### src/hw/tefl_pkg.sv
// Purpose: constants shared by the timer event flag logic
// Assumes: 8-bit register port, offsets are the device's own register addresses
// Notes:   only the timer-1 and timer-3 flag bits live in this block
package tefl_pkg;
    localparam logic [7:0] SHARED_FLAGS_OFFSET   = 8'h36; // io space address of the shared flag register
    localparam logic [7:0] EXTENDED_FLAGS_OFFSET = 8'h7c;
    localparam logic [7:0] SHARED_FLAGS_RESET    = 8'h00;
    localparam logic [7:0] EXTENDED_FLAGS_RESET  = 8'h00;
    // shared flag register fields
    localparam int SH_T1_CAPTURE  = 5;
    localparam int SH_T1_CMP_A    = 4;
    localparam int SH_T1_CMP_B    = 3;
    localparam int SH_T1_OVERFLOW = 2;
    // extended flag register fields
    localparam int EX_T3_CAPTURE  = 5;
    localparam int EX_T3_CMP_A    = 4;
    localparam int EX_T3_CMP_B    = 3;
    localparam int EX_T3_OVERFLOW = 2;
    localparam int EX_T3_CMP_C    = 1;
    localparam int EX_T1_CMP_C    = 0;
    // bits of the shared register owned by this block, others read zero here
    localparam logic [7:0] SHARED_OWNED_MASK   = 8'h3c;
    localparam logic [7:0] EXTENDED_OWNED_MASK = 8'h3f;
    // flag index order used by the per-flag generate loop
    localparam int NUM_FLAGS   = 10;
    localparam int F_T1_CAP    = 0;
    localparam int F_T1_CMP_A  = 1;
    localparam int F_T1_CMP_B  = 2;
    localparam int F_T1_CMP_C  = 3;
    localparam int F_T1_OVF    = 4;
    localparam int F_T3_CAP    = 5;
    localparam int F_T3_CMP_A  = 6;
    localparam int F_T3_CMP_B  = 7;
    localparam int F_T3_CMP_C  = 8;
    localparam int F_T3_OVF    = 9;
endpackage

### src/hw/tefl_flags.sv
// Purpose: sticky event flags for the two 16-bit timers, with vector and write-one clears
// Assumes: timer clock events arrive as one-cycle tick-qualified strobes; inputs synchronous to sys_clk_i
// Notes:   set beats clear in the same cycle so no event is lost
// Notes on behaviour
// - t1 capture pin event sets t1 capture flag
// - t1 capture-as-top mode: top reach sets flag
// - t1 capture flag cleared by vector or one
// - t1 compare A match sets flag next tick
// - t1 compare B match sets flag next tick
// - t1 compare C match sets flag next tick
// - t3 compare A match sets flag next tick
// - t3 compare B match sets flag next tick
// - t3 compare C match sets flag next tick
// - force compare strobes never set compare flags
// - compare flags cleared by vector or one
// - t1 overflow in normal/clear-on-match sets flag
// - t3 overflow in normal/clear-on-match sets flag
// - overflow flags cleared by vector or one
// - t3 capture pin event sets t3 capture flag
// - t3 capture-as-top mode: top reach sets flag
// - t3 capture flag cleared by vector or one
// - request only when masked on and global enable
module tefl_flags (
    input  wire logic        sys_clk_i,
    input  wire logic        rst_i,
    input  wire logic        clk_en_i,
    // timer clock qualifier: one cycle per timer tick
    input  wire logic        t1_tick_i,
    input  wire logic        t3_tick_i,
    // counter and compare values, one set per 16-bit timer
    input  wire logic [15:0] t1_counter_i,
    input  wire logic [15:0] t1_compare_a_i,
    input  wire logic [15:0] t1_compare_b_i,
    input  wire logic [15:0] t1_compare_c_i,
    input  wire logic [15:0] t3_counter_i,
    input  wire logic [15:0] t3_compare_a_i,
    input  wire logic [15:0] t3_compare_b_i,
    input  wire logic [15:0] t3_compare_c_i,
    // force strobes drive the waveform side only
    input  wire logic        t1_force_cmp_a_i,
    input  wire logic        t1_force_cmp_b_i,
    input  wire logic        t1_force_cmp_c_i,
    input  wire logic        t3_force_cmp_a_i,
    input  wire logic        t3_force_cmp_b_i,
    input  wire logic        t3_force_cmp_c_i,
    // capture pin events need no tick, top and overflow points are tick-qualified
    input  wire logic        t1_capture_event_i,
    input  wire logic        t3_capture_event_i,
    input  wire logic        t1_capture_is_top_i,
    input  wire logic        t3_capture_is_top_i,
    input  wire logic        t1_top_reached_i,
    input  wire logic        t3_top_reached_i,
    input  wire logic        t1_overflow_i,
    input  wire logic        t3_overflow_i,
    input  wire logic        t1_mode_overflow_i,
    input  wire logic        t3_mode_overflow_i,
    // high in normal and clear-on-match modes, where the wrap is the overflow point
    input  wire logic        t1_normal_or_match_clr_i,
    input  wire logic        t3_normal_or_match_clr_i,
    // register port
    input  wire logic [7:0]  reg_addr_i,
    input  wire logic        reg_wr_i,
    input  wire logic [7:0]  reg_wdata_i,
    output logic      [7:0]  reg_rdata_o,
    // interrupt side
    input  wire logic [9:0]  irq_mask_i,
    input  wire logic        global_irq_en_i,
    input  wire logic [9:0]  vector_ack_i,
    output logic      [9:0]  irq_req_o,
    output logic      [9:0]  flags_o
);
    logic [9:0] flag;
    logic [9:0] set_ev;
    logic [9:0] sw_clr;
    logic [9:0] next_flag;
    logic [9:0] cmp_match;
    logic [9:0] cmp_pend;
    logic       wr_shared;
    logic       wr_ext;
    logic [7:0] rd_shared;
    logic [7:0] rd_ext;
    logic [7:0] next_rdata;
    logic [9:0] flag_tick;

    // raw equality, force strobes deliberately play no part here
    assign cmp_match[tefl_pkg::F_T1_CMP_A] = (t1_counter_i == t1_compare_a_i);
    assign cmp_match[tefl_pkg::F_T1_CMP_B] = (t1_counter_i == t1_compare_b_i);
    assign cmp_match[tefl_pkg::F_T1_CMP_C] = (t1_counter_i == t1_compare_c_i);
    assign cmp_match[tefl_pkg::F_T3_CMP_A] = (t3_counter_i == t3_compare_a_i);
    assign cmp_match[tefl_pkg::F_T3_CMP_B] = (t3_counter_i == t3_compare_b_i);
    assign cmp_match[tefl_pkg::F_T3_CMP_C] = (t3_counter_i == t3_compare_c_i);
    assign cmp_match[tefl_pkg::F_T1_CAP]   = 1'b0;
    assign cmp_match[tefl_pkg::F_T1_OVF]   = 1'b0;
    assign cmp_match[tefl_pkg::F_T3_CAP]   = 1'b0;
    assign cmp_match[tefl_pkg::F_T3_OVF]   = 1'b0;

    // force strobes only feed the waveform side, unused by flags
    logic unused_force;
    assign unused_force = t1_force_cmp_a_i | t1_force_cmp_b_i | t1_force_cmp_c_i |
                          t3_force_cmp_a_i | t3_force_cmp_b_i | t3_force_cmp_c_i;

    // set events; compare flags come from the match seen on the previous tick
    assign set_ev[tefl_pkg::F_T1_CAP]   = t1_capture_is_top_i ? (t1_top_reached_i & t1_tick_i)
                                                              : t1_capture_event_i;
    assign set_ev[tefl_pkg::F_T3_CAP]   = t3_capture_is_top_i ? (t3_top_reached_i & t3_tick_i)
                                                              : t3_capture_event_i;
    assign set_ev[tefl_pkg::F_T1_CMP_A] = cmp_pend[tefl_pkg::F_T1_CMP_A] & t1_tick_i;
    assign set_ev[tefl_pkg::F_T1_CMP_B] = cmp_pend[tefl_pkg::F_T1_CMP_B] & t1_tick_i;
    assign set_ev[tefl_pkg::F_T1_CMP_C] = cmp_pend[tefl_pkg::F_T1_CMP_C] & t1_tick_i;
    assign set_ev[tefl_pkg::F_T3_CMP_A] = cmp_pend[tefl_pkg::F_T3_CMP_A] & t3_tick_i;
    assign set_ev[tefl_pkg::F_T3_CMP_B] = cmp_pend[tefl_pkg::F_T3_CMP_B] & t3_tick_i;
    assign set_ev[tefl_pkg::F_T3_CMP_C] = cmp_pend[tefl_pkg::F_T3_CMP_C] & t3_tick_i;
    // overflow point: wrap in normal/ctc, else the mode-specific point from the core
    assign set_ev[tefl_pkg::F_T1_OVF]   = t1_tick_i & (t1_normal_or_match_clr_i ? t1_overflow_i
                                                       : t1_mode_overflow_i);
    assign set_ev[tefl_pkg::F_T3_OVF]   = t3_tick_i & (t3_normal_or_match_clr_i ? t3_overflow_i
                                                       : t3_mode_overflow_i);

    // write-one-to-clear decode; zeros leave flags alone
    assign wr_shared = reg_wr_i & (reg_addr_i == tefl_pkg::SHARED_FLAGS_OFFSET);
    assign wr_ext    = reg_wr_i & (reg_addr_i == tefl_pkg::EXTENDED_FLAGS_OFFSET);
    assign sw_clr[tefl_pkg::F_T1_CAP]   = wr_shared & reg_wdata_i[tefl_pkg::SH_T1_CAPTURE];
    assign sw_clr[tefl_pkg::F_T1_CMP_A] = wr_shared & reg_wdata_i[tefl_pkg::SH_T1_CMP_A];
    assign sw_clr[tefl_pkg::F_T1_CMP_B] = wr_shared & reg_wdata_i[tefl_pkg::SH_T1_CMP_B];
    assign sw_clr[tefl_pkg::F_T1_OVF]   = wr_shared & reg_wdata_i[tefl_pkg::SH_T1_OVERFLOW];
    assign sw_clr[tefl_pkg::F_T1_CMP_C] = wr_ext & reg_wdata_i[tefl_pkg::EX_T1_CMP_C];
    assign sw_clr[tefl_pkg::F_T3_CAP]   = wr_ext & reg_wdata_i[tefl_pkg::EX_T3_CAPTURE];
    assign sw_clr[tefl_pkg::F_T3_CMP_A] = wr_ext & reg_wdata_i[tefl_pkg::EX_T3_CMP_A];
    assign sw_clr[tefl_pkg::F_T3_CMP_B] = wr_ext & reg_wdata_i[tefl_pkg::EX_T3_CMP_B];
    assign sw_clr[tefl_pkg::F_T3_CMP_C] = wr_ext & reg_wdata_i[tefl_pkg::EX_T3_CMP_C];
    assign sw_clr[tefl_pkg::F_T3_OVF]   = wr_ext & reg_wdata_i[tefl_pkg::EX_T3_OVERFLOW];

    // flag vector order, shared with irq_mask_i, vector_ack_i and irq_req_o:
    //   0 t1 capture, 1 t1 compare a, 2 t1 compare b, 3 t1 compare c, 4 t1 overflow
    //   5 t3 capture, 6 t3 compare a, 7 t3 compare b, 8 t3 compare c, 9 t3 overflow
    // a vector ack and a write-one clear in one cycle simply clear the flag;
    // a set event in that cycle still wins, so an event that lands while software
    // clears is never lost and the flag, and with it the request, stays up without a gap
    genvar gi;
    generate
        for (gi = 0; gi < tefl_pkg::NUM_FLAGS; gi = gi + 1) begin : g_flag
            assign next_flag[gi] = set_ev[gi] |
                                   (flag[gi] & ~(sw_clr[gi] | vector_ack_i[gi]));
            assign irq_req_o[gi] = flag[gi] & irq_mask_i[gi] & global_irq_en_i;
        end
    endgenerate

    // timer tick seen by each flag: bits 4:0 belong to timer 1, bits 9:5 to timer 3
    assign flag_tick = {{5{t3_tick_i}}, {5{t1_tick_i}}};

    // match pending holds the equality until the next tick of its own timer samples it;
    // bits without a comparator stay zero because their match input is tied low
    always_ff @(posedge sys_clk_i) begin
        if (rst_i) begin
            cmp_pend <= 10'h000;
        end else if (clk_en_i) begin
            cmp_pend <= (flag_tick & cmp_match) | (~flag_tick & cmp_pend);
        end
    end

    // flag state
    always_ff @(posedge sys_clk_i) begin
        if (rst_i) begin
            flag <= 10'h000;
        end else if (clk_en_i) begin
            flag <= next_flag;
        end
    end

    // shared register: 5 t1 capture, 4 t1 compare a, 3 t1 compare b, 2 t1 overflow;
    // its bits 7:6 and 1:0 belong to other timers and read zero from this block,
    // so the bus side must merge them with the other timers' own flags
    // extended register: 5 t3 capture, 4 t3 a, 3 t3 b, 2 t3 overflow, 1 t3 c, 0 t1 c
    // read mux; unowned and unused bits read zero
    assign rd_shared = {2'h0, flag[tefl_pkg::F_T1_CAP], flag[tefl_pkg::F_T1_CMP_A],
                        flag[tefl_pkg::F_T1_CMP_B], flag[tefl_pkg::F_T1_OVF], 2'h0};
    assign rd_ext    = {2'h0, flag[tefl_pkg::F_T3_CAP], flag[tefl_pkg::F_T3_CMP_A], flag[tefl_pkg::F_T3_CMP_B],
                        flag[tefl_pkg::F_T3_OVF], flag[tefl_pkg::F_T3_CMP_C], flag[tefl_pkg::F_T1_CMP_C]};
    assign next_rdata = (reg_addr_i == tefl_pkg::SHARED_FLAGS_OFFSET)   ? (rd_shared & tefl_pkg::SHARED_OWNED_MASK) :
                        (reg_addr_i == tefl_pkg::EXTENDED_FLAGS_OFFSET) ? (rd_ext & tefl_pkg::EXTENDED_OWNED_MASK) :
                        8'h00;

    // registered read data, one cycle after the address
    always_ff @(posedge sys_clk_i) begin
        if (rst_i) begin
            reg_rdata_o <= tefl_pkg::SHARED_FLAGS_RESET;
        end else if (clk_en_i) begin
            reg_rdata_o <= next_rdata;
        end
    end

    assign flags_o = flag;
endmodule

### config.mk
export PLATFORM = sky130hd
export DESIGN_NAME = tefl_flags
export DESIGN_NICKNAME = d
export VERILOG_FILES = /design/src/hw/tefl_pkg.sv /design/src/hw/tefl_flags.sv
export SDC_FILE = /design/constraint.sdc
export NUM_CORES = 1
export LEC_CHECK = 0
export ABC_CLOCK_PERIOD_IN_PS = 1700
export BUFFER_PORTS_ARGS = -buffer_cell sky130_fd_sc_hd__clkbuf_2
export CORE_MARGIN = 5
export CORE_UTILIZATION = 37
export CTS_CLUSTER_SIZE = 10
export DETAILED_ROUTE_END_ITERATION = 10
export PLACE_DENSITY = 0.8
export SLEW_MARGIN = 20
export SYNTH_ARGS = -nofsm -noshare
export SYNTH_HDL_FRONTEND = slang
export SYNTH_SLANG_ARGS = --single-unit
### constraint.sdc
create_clock -name sys_clk_i -period 1.7 [get_ports sys_clk_i]
set_clock_uncertainty 0.1 [all_clocks]
set_input_delay 0.085 -clock sys_clk_i [delete_from_list [all_inputs] [get_ports sys_clk_i]]
set_output_delay 0.085 -clock sys_clk_i [all_outputs]
set_load 0.05 [all_outputs]
==> results of run 1 <==
-- Yosys cell counts, drive strengths merged --
library cell   n  area share (%)
a221oi         2            0.79
a31oi          4             1.1
a21oi          8             1.8
dfxtp         22              20
a22oi          4             1.4
conb           1            0.17
nor3           4            0.91
nand4bb        1            0.51
mux2           2             1.0
a211oi         4             1.4
buf            3             1.2
nand4          4             1.1
nor3b          2            0.68
inv            6             1.0
nor4bb         1            0.45
nor2b          2            0.57
a311oi         4             1.6
a311o          4             1.9
nor2           6             1.0
nand3         12             2.7
nand2         21             3.6
clkbuf         9             1.5
nor4          17             5.5
and4bb         1            0.57
xor2          76              30
and3          12             3.4
o21ai         10             2.3
a31o           6             2.4
xnor2         20             7.9
nand2b         2            0.57
o31ai          2            0.68
-- cell type report --
cell class	count	area [sq um]
inverter	6	22.52
sequential	22	440.4
timing repair buffer	211	1076
fill	541	2477
clock buffer	4	55.05
multi-input combinational	233	1685
tap	75	93.84
-- stage by stage --
step	hold slack (ns)	power, mW	util, %	setup slack (ns)	cell area, sq um
floorplan	0.1632	0.8942	-	0.3128	2208
global placement	0.2657	1.211	56.20	0.2806	3288
detailed placement	0.2682	1.227	56.20	0.2514	3288
CTS	0.005050	1.600	57.66	0.3837	3373
global route	0.008792	1.685	57.66	0.3218	3373
finish	0.005820	1.588	57.66	0.3884	3373
-- routing by layer --
| layer | part of all wire (%) | vias up | wire length (um) | GRT usage, % |
|---|---|---|---|---|
| li1 | - | 1375 | - | - |
| met1 | 37 | 1207 | 2883 | 22.52 |
| met2 | 52 | 133 | 4063 | 36.51 |
| met3 | 9.6 | 10 | 750 | 3.784 |
| met4 | 1.2 | 0 | 96 | 5.718 |
| met5 | 0 | - | 0 | 0 |
-- power groups by stage --
stage               combinational, mW  sequential (mW)  clock [mW]
CTS                             0.676            0.547       0.377
global placement                0.652            0.558           0
global route                    0.733            0.551       0.401
finish                          0.669            0.547       0.372
detailed placement              0.667            0.559           0
floorplan                       0.283            0.612           0
-- worst min path at each step --
| stage | slack [ns] | from | depth (start not counted) | end |
|---|---|---|---|---|
| CTS | 0.005 | vector_ack_i[2] | 3 | flags_o[2]$_SDFFE_PP0P_ |
| global route | 0.009 | vector_ack_i[8] | 3 | flags_o[8]$_SDFFE_PP0P_ |
| global placement | 0.27 | vector_ack_i[1] | 3 | flags_o[1]$_SDFFE_PP0P_ |
| detailed placement | 0.27 | vector_ack_i[1] | 3 | flags_o[1]$_SDFFE_PP0P_ |
| floorplan | 0.16 | vector_ack_i[1] | 2 | flags_o[1]$_SDFFE_PP0P_ |
| finish | 0.006 | vector_ack_i[2] | 3 | flags_o[2]$_SDFFE_PP0P_ |
-- critical path: cells and delay by family (launching register included) --
kind,cells,cell delay (ns)
buf+inv,1,0.27
flops,1,0.41
simple gates,1,0.18
-- cells by family (layout without fill, tap and decap cells) --
| family | after synthesis | in the layout | share of synthesized area (%) |
|---|---|---|---|
| xor gates and xnor gates | 96 | 96 | 38.14 |
| DFF | 22 | 22 | 19.98 |
| AOI/OAI and AO/OA | 48 | 48 | 15.32 |
| and+or+nand+nor | 85 | 85 | 21.62 |
| muxes | 2 | 2 | 1.021 |
| buffers and inverters | 18 | 221 | 3.745 |
| other | 1 | 2 | 0.1701 |
==> results by group, run 1 <==
Critical path
  • Slowest CP cell: dfxtp_1
  • Startpoint types: flip-flop
  • Critical path, cell by cell: and3_1 -> clkbuf_2
  • Crit path max fanout: 5
  • Critical path endpoint category: output port
  • Crit path to: irq_req_o[1]
  • Register-to-Register Path Depth: 3
  • Worst setup startpoint: flags_o[1]$_SDFFE_PP0P_
  • Reg-to-reg critical path endpoint: flags_o[2]$_SDFFE_PP0P_
  • CP Class: flip-flop to output port
  • WP data required: 1.51 ns
  • R2R Setup Slk: 0.65 ns
  • WP data arrival: 1.13 ns
  • Reg2Reg Launch Point: flags_o[2]$_SDFFE_PP0P_
  • Critical path's largest stage delay: 0.41 ns

Routing
  • Remaining antenna violation count: 0
  • Detailed Routing Iterations Pass 1: 4
  • DRC viols: 0
  • Routed wire length: 7795 um
  • Initial DRC Count: 78
  • Vias per cell: 4.946
  • Vias: 2725
  • WL per Instance: 14.15 um

Power
  • Comb pwr share: 42.1%
  • Sw Share: 33.52%
  • Share of power burned in registers: 34.5%
  • Internal power: 1.056 mW
  • Leak pwr: 1.702 nW
  • Clock power share: 23.4%
  • NetSw: 532.4 uW
  • Maximum vdd ir drop: 0.2679 mV
  • Power density over the cells: 470.8 nW/um^2

Final layout
  • Most frequent cells in the layout: clkbuf_2 (206), xor2_1 (76), dfxtp_1 (22)
  • Most common cell after layout, fill and taps aside: clkbuf_2
  • Area delta synth->final: 53.01%
  • Non-filler instance count after layout: 551
  • Layout cell share with drive strength beyond 1: 47.06%
  • Fin nets: 666
  • # diodes: 0

STA
  • Final TNS setup: 0 ns
  • Hold Vio Cnt, Final: 0
  • Setup violations, final: 0
  • Tcrit/Tclk final: 77.15%
  • Final min period: 1.312 ns
  • RSZ-0062 raised after global routing: no
  • Slew Viols, Final: 0
  • F_max: 762.4 MHz

Placement
  • Count of input and output buffers: 206
  • Final GP Congestion: 0.8825
  • Dpl cells: 544
  • Hpwl dp: 7080 um

CTS
  • Post-CTS Setup Bufs: 0
  • Max H-tree Level: 1
  • Clk sinks: 22
  • Clk root buf: clkbuf_8
  • Post-CTS resize count: 0
  • Hold-fix buffers, CTS: 3
  • Clock-pin slew on the worst setup and hold paths: 0.08 ns
  • CTS tree: yes
  • Skew-Pair Late Insertion Delay: 0.26 ns
  • Total CTS buffers: 3
  • Clock Path Buffers: 2

Global route
  • Total track usage: 19.63%
  • Initial antenna violation count: 0
  • First-pass GRT wire length: 12190 um
  • Largest net degree at the start of global routing: 21
  • Number of global-route vias before repair: 2820
  • Remaining Overflow, GRT: 0

Synthesis
  • Synth warn: 0
  • Count of cell types in the netlist: 34
  • Sequential element share of the synthesized area: 19.98%
  • #FFs+latches synth: 22
  • Synthesized area: 2205 sq um
  • Cells after Synth: 272
  • Synth Area per Inst: 8.105 sq um

Floorplan
  • Top-level I/O count: 217
  • Effective utilization at floorplan: 37.68%
  • Core area: 5851 sq um
  • Num rows: 28
  • Die area: 7602 sq um
  • Die width: 87.19 um
  • Die H: 87.19 um

Status
  • Run status: complete, no violations

Run
  • # Max-Cap Violations: 0

Worst hold path
  • Hold WC Path Type: primary input to flip-flop
Note: power is estimated with default switching activity, not from simulation.
==> run 2: changes to the inputs <==
Settings changed: ABC_AREA set to 1, ABC_CLOCK_PERIOD_IN_PS 1700 to 1150, CORE_UTILIZATION 37 to 36, PLACE_DENSITY 0.8 to 0.76.
Clock period 1.7 ns to 1.15 ns, I/O delays scaled along.
==> run 2 against run 1 <==
  * Via count grew 36%
  * Non-clock buffer count grew 3
  * Wire length grew 21%
  * Critical path depth rose by 1
  * Highest routed layer unchanged
==> results by group, run 2 <==
Floorplan
  • Num rows: 31
  • Die H: 96.91 um
  • Core area: 7292 sq um
  • Die area: 9391 sq um
  • Die width: 96.91 um
  • Top-level I/O count: 217
  • Effective utilization at floorplan: 37.29%

Critical path
  • CP Class: flip-flop to output port
  • Slowest CP cell: dfxtp_2
  • Crit path max fanout: 4
  • WP data required: 0.99 ns
  • Worst Path Buf+Inv: 1
  • Startpoint types: flip-flop
  • Critical path, cell by cell: nand2_1 -> nor2_4 -> buf_8
  • WP data arrival: 0.97 ns
  • Critical path's largest stage delay: 0.35 ns
  • Critical path endpoint category: output port
  • CP top delay family: flip-flops

Global route
  • Total track usage: 19.50%
  • Number of global-route vias before repair: 3739
  • Remaining Overflow, GRT: 0
  • Largest net degree at the start of global routing: 24
  • Initial antenna violation count: 0
  • First-pass GRT wire length: 15860 um

Routing
  • Remaining antenna violation count: 0
  • Initial DRC Count: 99
  • Detailed Routing Iterations Pass 1: 4
  • Vias: 3717
  • DRC viols: 0
  • Vias per cell: 4.516
  • Routed wire length: 9429 um
  • WL per Instance: 11.46 um

Final layout
  • Final Util: 56.73%
  • Area delta synth->final: 52.14%
  • Fin nets: 915
  • # diodes: 0
  • Layout cell share with drive strength beyond 1: 35.50%
  • Most common cell after layout, fill and taps aside: clkbuf_2
  • Most frequent cells in the layout: clkbuf_2 (195), nand2_1 (181), inv_1 (81)

Power
  • Maximum vdd ir drop: 0.2719 mV
  • Power density over the cells: 566.8 nW/um^2
  • Design Power: 2.345 mW
  • Leak pwr: 2.367 nW

STA
  • Final min period: 1.126 ns
  • RSZ-0062 raised after global routing: yes
  • Final TNS setup: 0 ns
  • Slew Viols, Final: 0
  • Tcrit/Tclk final: 97.88%
  • F_max: 888.4 MHz
  • Setup violations, final: 0
  • Hold Vio Cnt, Final: 0
  • Setup ws final: 0.02438 ns

CTS
  • Total CTS buffers: 3
  • Max H-tree Level: 1
  • Clk sinks: 22
  • Clock-pin slew on the worst setup and hold paths: 0.07 ns
  • Clock Path Buffers: 2
  • Skew-Pair Late Insertion Delay: 0.25 ns
  • CTS tree: yes
  • Clk root buf: clkbuf_8

Placement
  • Place WS: -0.05179 ns
  • Hpwl dp: 8450 um
  • Count of input and output buffers: 206
  • Final GP Congestion: 0.9460

Status
  • Run status: complete, no violations

Synthesis
  • Ranking of synthesized cells by area: nand2_1 (25%), dfxtp_1 (16%), inv_1 (11%)
  • Synthesized area: 2719 sq um
  • Cell taking the most area after synthesis: nand2_1
  • Synth Area per Inst: 5.290 sq um
  • #FFs+latches synth: 22
  • Top cells by count, synth: nand2_1 (183), inv_1 (81), nor2_1 (81), xnor2_1 (30), dfxtp_1 (22)
  • Sequential element share of the synthesized area: 16.20%
  • Synth warn: 0
  • Count of cell types in the netlist: 28
  • Post-synth top flop: dfxtp_1
  • Count leader, synth: nand2_1
  • Synth top area share: 25.26%
  • Asr flop ratio synth: 0%
  • Post-synth EDFFs: 0
  • Cells after Synth: 514

Run
  • # Max-Cap Violations: 0

Worst hold path
  • Hold WC Path Type: primary input to flip-flop
[run 2: worst min-delay path: cells and delay by family]
kind	cells	cell delay (ns)
AO/OA/AOI/OAI	2	0.19
buffers and inverters	1	0.08
[run 2: kinds of logic after synthesis]
kind of cell | Yosys count | synth area share [%]
flops | 22 | 16.20
simple gates | 314 | 47.77
buf+inv | 91 | 13.76
xor+xnor | 39 | 12.56
compound gates | 47 | 9.572
other cells | 1 | 0.1379
[run 2: area by class of cell]
| cell class | instances | area, sq um |
|---|---|---|
| tap | 99 | 123.9 |
| multi-input combinational | 402 | 1988 |
| fill | 739 | 3156 |
| clock buffer | 3 | 41.29 |
| timing repair buffer | 214 | 1205 |
| sequential | 22 | 465.4 |
| inverter | 83 | 312.8 |
[run 2: final timing paths]
check	slack, ns	depth (start not counted)	end	startpoint
setup / recovery	0.02	3	irq_req_o[1]	flags_o[1]$_SDFFE_PP0P_
hold / removal	0.006	3	flags_o[0]$_SDFFE_PP0P_	t1_top_reached_i
setup reg to reg	0.28	5	reg_rdata_o[5]$_SDFFE_PP0P_	flags_o[5]$_SDFFE_PP0P_
hold reg to reg	0.37	2	flags_o[8]$_SDFFE_PP0P_	flip-flop
[run 2: power by group]
| part | leakage, nW | total (mW) | switching (mW) | internal [mW] |
|---|---|---|---|---|
| combinational | 2.16 | 1.11 | 0.609 | 0.497 |
| sequential | 0.185 | 0.785 | 0.0135 | 0.772 |
| clock | 0.0216 | 0.454 | 0.221 | 0.233 |
| total | 2.37 | 2.34 | 0.843 | 1.50 |
[run 2: metal layers]
layer / global-route usage, % / wire length (um)
met1: 22.45 / 3821
met2: 37.10 / 4828
met3: 3.885 / 689
met4: 3.564 / 89
met5: 0 / 0
[run 2: metrics by stage]
stage                     area [sq um]  cells  hold WS, ns
after detailed placement          3969    819       0.2758
after global routing              4136    823      0.02708
after floorplan                   2811    515       0.1244
final                             4136    823     0.005715
after CTS                         4105    822     0.007495
after global placement            3969    819       0.2609
[run 2: what timing repair did]
action	in CTS	in global routing
pin swaps	0	0
hold buffers	0	0
gates resized for setup	23	14
endpoints found under the setup margin	11	9
buffers inserted	0	1
==> run 3: changes to the inputs <==
Settings changed: REMOVE_ABC_BUFFERS set to 1.
==> run 3 against run 2 <==
  * Highest routed layer unchanged
  * First-iteration DRC count decreased by 12%
  * Sequential power barely moved
  * Clock power is essentially flat
  * Final cell count rose by 0.97%
  * Critical path depth did not move
  * Worst hold slack improved by 0.017 ns
  * Design area increased by 0.24%
  * Via count rose by 0.27%
  * Largest power group unchanged
  * Sequential share of layout area about the same
==> results by group, run 3 (synthesis gave the netlist of run 2 again) <==
Critical path
  • WP data required: 0.99 ns
  • Slowest CP cell: dfxtp_2
  • Startpoint types: flip-flop
  • Critical path, cell by cell: nand2_1 -> nor2_1 -> clkbuf_8
  • Critical path's largest stage delay: 0.36 ns
  • Crit path max fanout: 4
  • CP Class: flip-flop to output port
  • WP data arrival: 0.96 ns
  • Critical path endpoint category: output port

Floorplan
  • Die area: 9391 sq um
  • Die width: 96.91 um
  • Core area: 7292 sq um
  • Num rows: 31
  • Effective utilization at floorplan: 37.29%
  • Top-level I/O count: 217
  • Die H: 96.91 um

Global route
  • Remaining Overflow, GRT: 0
  • Initial antenna violation count: 0
  • Number of global-route vias before repair: 3634
  • First-pass GRT wire length: 15650 um
  • Largest net degree at the start of global routing: 16
  • Total track usage: 19.27%

Power
  • Leak pwr: 2.398 nW
  • Design Power: 2.354 mW
  • Maximum vdd ir drop: 0.2378 mV
  • Power density over the cells: 567.7 nW/um^2

Routing
  • DRC viols: 0
  • Met3 wire length: 751 um
  • Top routing layer in use: met4
  • Met2 WL: 4712 um
  • Remaining antenna violation count: 0
  • WL per Instance: 11.53 um
  • Initial DRC Count: 87
  • Vias: 3727
  • Vias per cell: 4.485
  • Detailed Routing Iterations Pass 1: 4
  • Routed wire length: 9585 um
  • Met1 Routed Length: 4025 um

Placement
  • Place WS: -0.02805 ns
  • Count of input and output buffers: 206
  • Final GP Congestion: 0.9182
  • Hpwl dp: 8509 um

Final layout
  • # diodes: 0
  • Most frequent cells in the layout: clkbuf_2 (196), nand2_1 (177), inv_1 (81)
  • Fin nets: 923
  • Area delta synth->final: 52.51%
  • Layout cell share with drive strength beyond 1: 36.07%
  • Most common cell after layout, fill and taps aside: clkbuf_2

CTS
  • Skew-Pair Late Insertion Delay: 0.25 ns
  • Clock Path Buffers: 2
  • Clk root buf: clkbuf_8
  • Total CTS buffers: 3
  • Clock-pin slew on the worst setup and hold paths: 0.07 ns
  • CTS tree: yes
  • Clk sinks: 22
  • Max H-tree Level: 1

STA
  • Hold Vio Cnt, Final: 0
  • Setup violations, final: 0
  • Tcrit/Tclk final: 97.22%
  • Final min period: 1.118 ns
  • Final TNS setup: 0 ns
  • F_max: 894.4 MHz
  • Slew Viols, Final: 0
  • Hold_ws: 0.02223 ns
  • Setup ws final: 0.03199 ns

Worst hold path
  • Hold WC Path Type: primary input to flip-flop

Run
  • # Max-Cap Violations: 0

Status
  • Run status: complete, no violations
[run 3: cell count changes in the layout (fill, tap and decap cells not counted), sizes merged]
| cell | delta |
|---|---|
| clkbuf | +3 |
| dlygate4sd3 | +1 |
| buf | +4 |
[run 3: final cells by class]
cell class / count / area [sq um]
inverter: 83 / 311.5
clock buffer: 3 / 41.29
sequential: 22 / 465.4
timing repair buffer: 222 / 1249
multi-input combinational: 402 / 1956
tap: 99 / 123.9
fill: 714 / 3146
[run 3: path summary, 6_finish.rpt]
check	start	endpoint	slack, ns	cells past startpoint
hold / removal	t1_capture_is_top_i	flags_o[0]$_SDFFE_PP0P_	0.02	3
hold reg to reg	flip-flop	flags_o[6]$_SDFFE_PP0P_	0.36	2
setup reg to reg	flags_o[0]$_SDFFE_PP0P_	reg_rdata_o[5]$_SDFFE_PP0P_	0.19	5
setup / recovery	flags_o[1]$_SDFFE_PP0P_	irq_req_o[1]	0.03	3
[run 3: timing repair]
action | 4_1_cts | 5_1_grt
buffers inserted | 0 | 8
hold buffers | 1 | 0
endpoints found under the setup margin | 11 | 10
pin swaps | 0 | 5
resized for setup | 30 | 27
endpoints found under the hold margin | 1 | 0
[run 3: power breakdown]
group          switching (mW)  internal (mW)
registers              0.0133          0.773
clock network           0.220          0.233
logic                   0.612          0.502
[run 3: critical path, delay by kind of cell (launching register included)]
kind | cells | cell delay (ns)
DFF | 1 | 0.36
buffers and inverters | 1 | 0.19
and+or+nand+nor | 2 | 0.15
[run 3: layer usage]
| layer | vias to the layer above | GRT usage, % |
|---|---|---|
| met2 | 141 | 34.50 |
| met3 | 10 | 4.317 |
| met4 | 0 | 4.536 |
| met1 | 1574 | 23.26 |
| met5 | - | 0 |
| li1 | 2002 | - |
[run 3: stage by stage]
step / instance area (sq um) / util [%] / std cells
2_1_floorplan: 2660 / - / 507
3_3_place_gp: 3867 / 53.04 / 819
3_5_place_dp: 3867 / 53.04 / 819
4_1_cts: 4019 / 55.11 / 823
5_1_grt: 4146 / 56.86 / 831
6_report: 4146 / 56.86 / 831
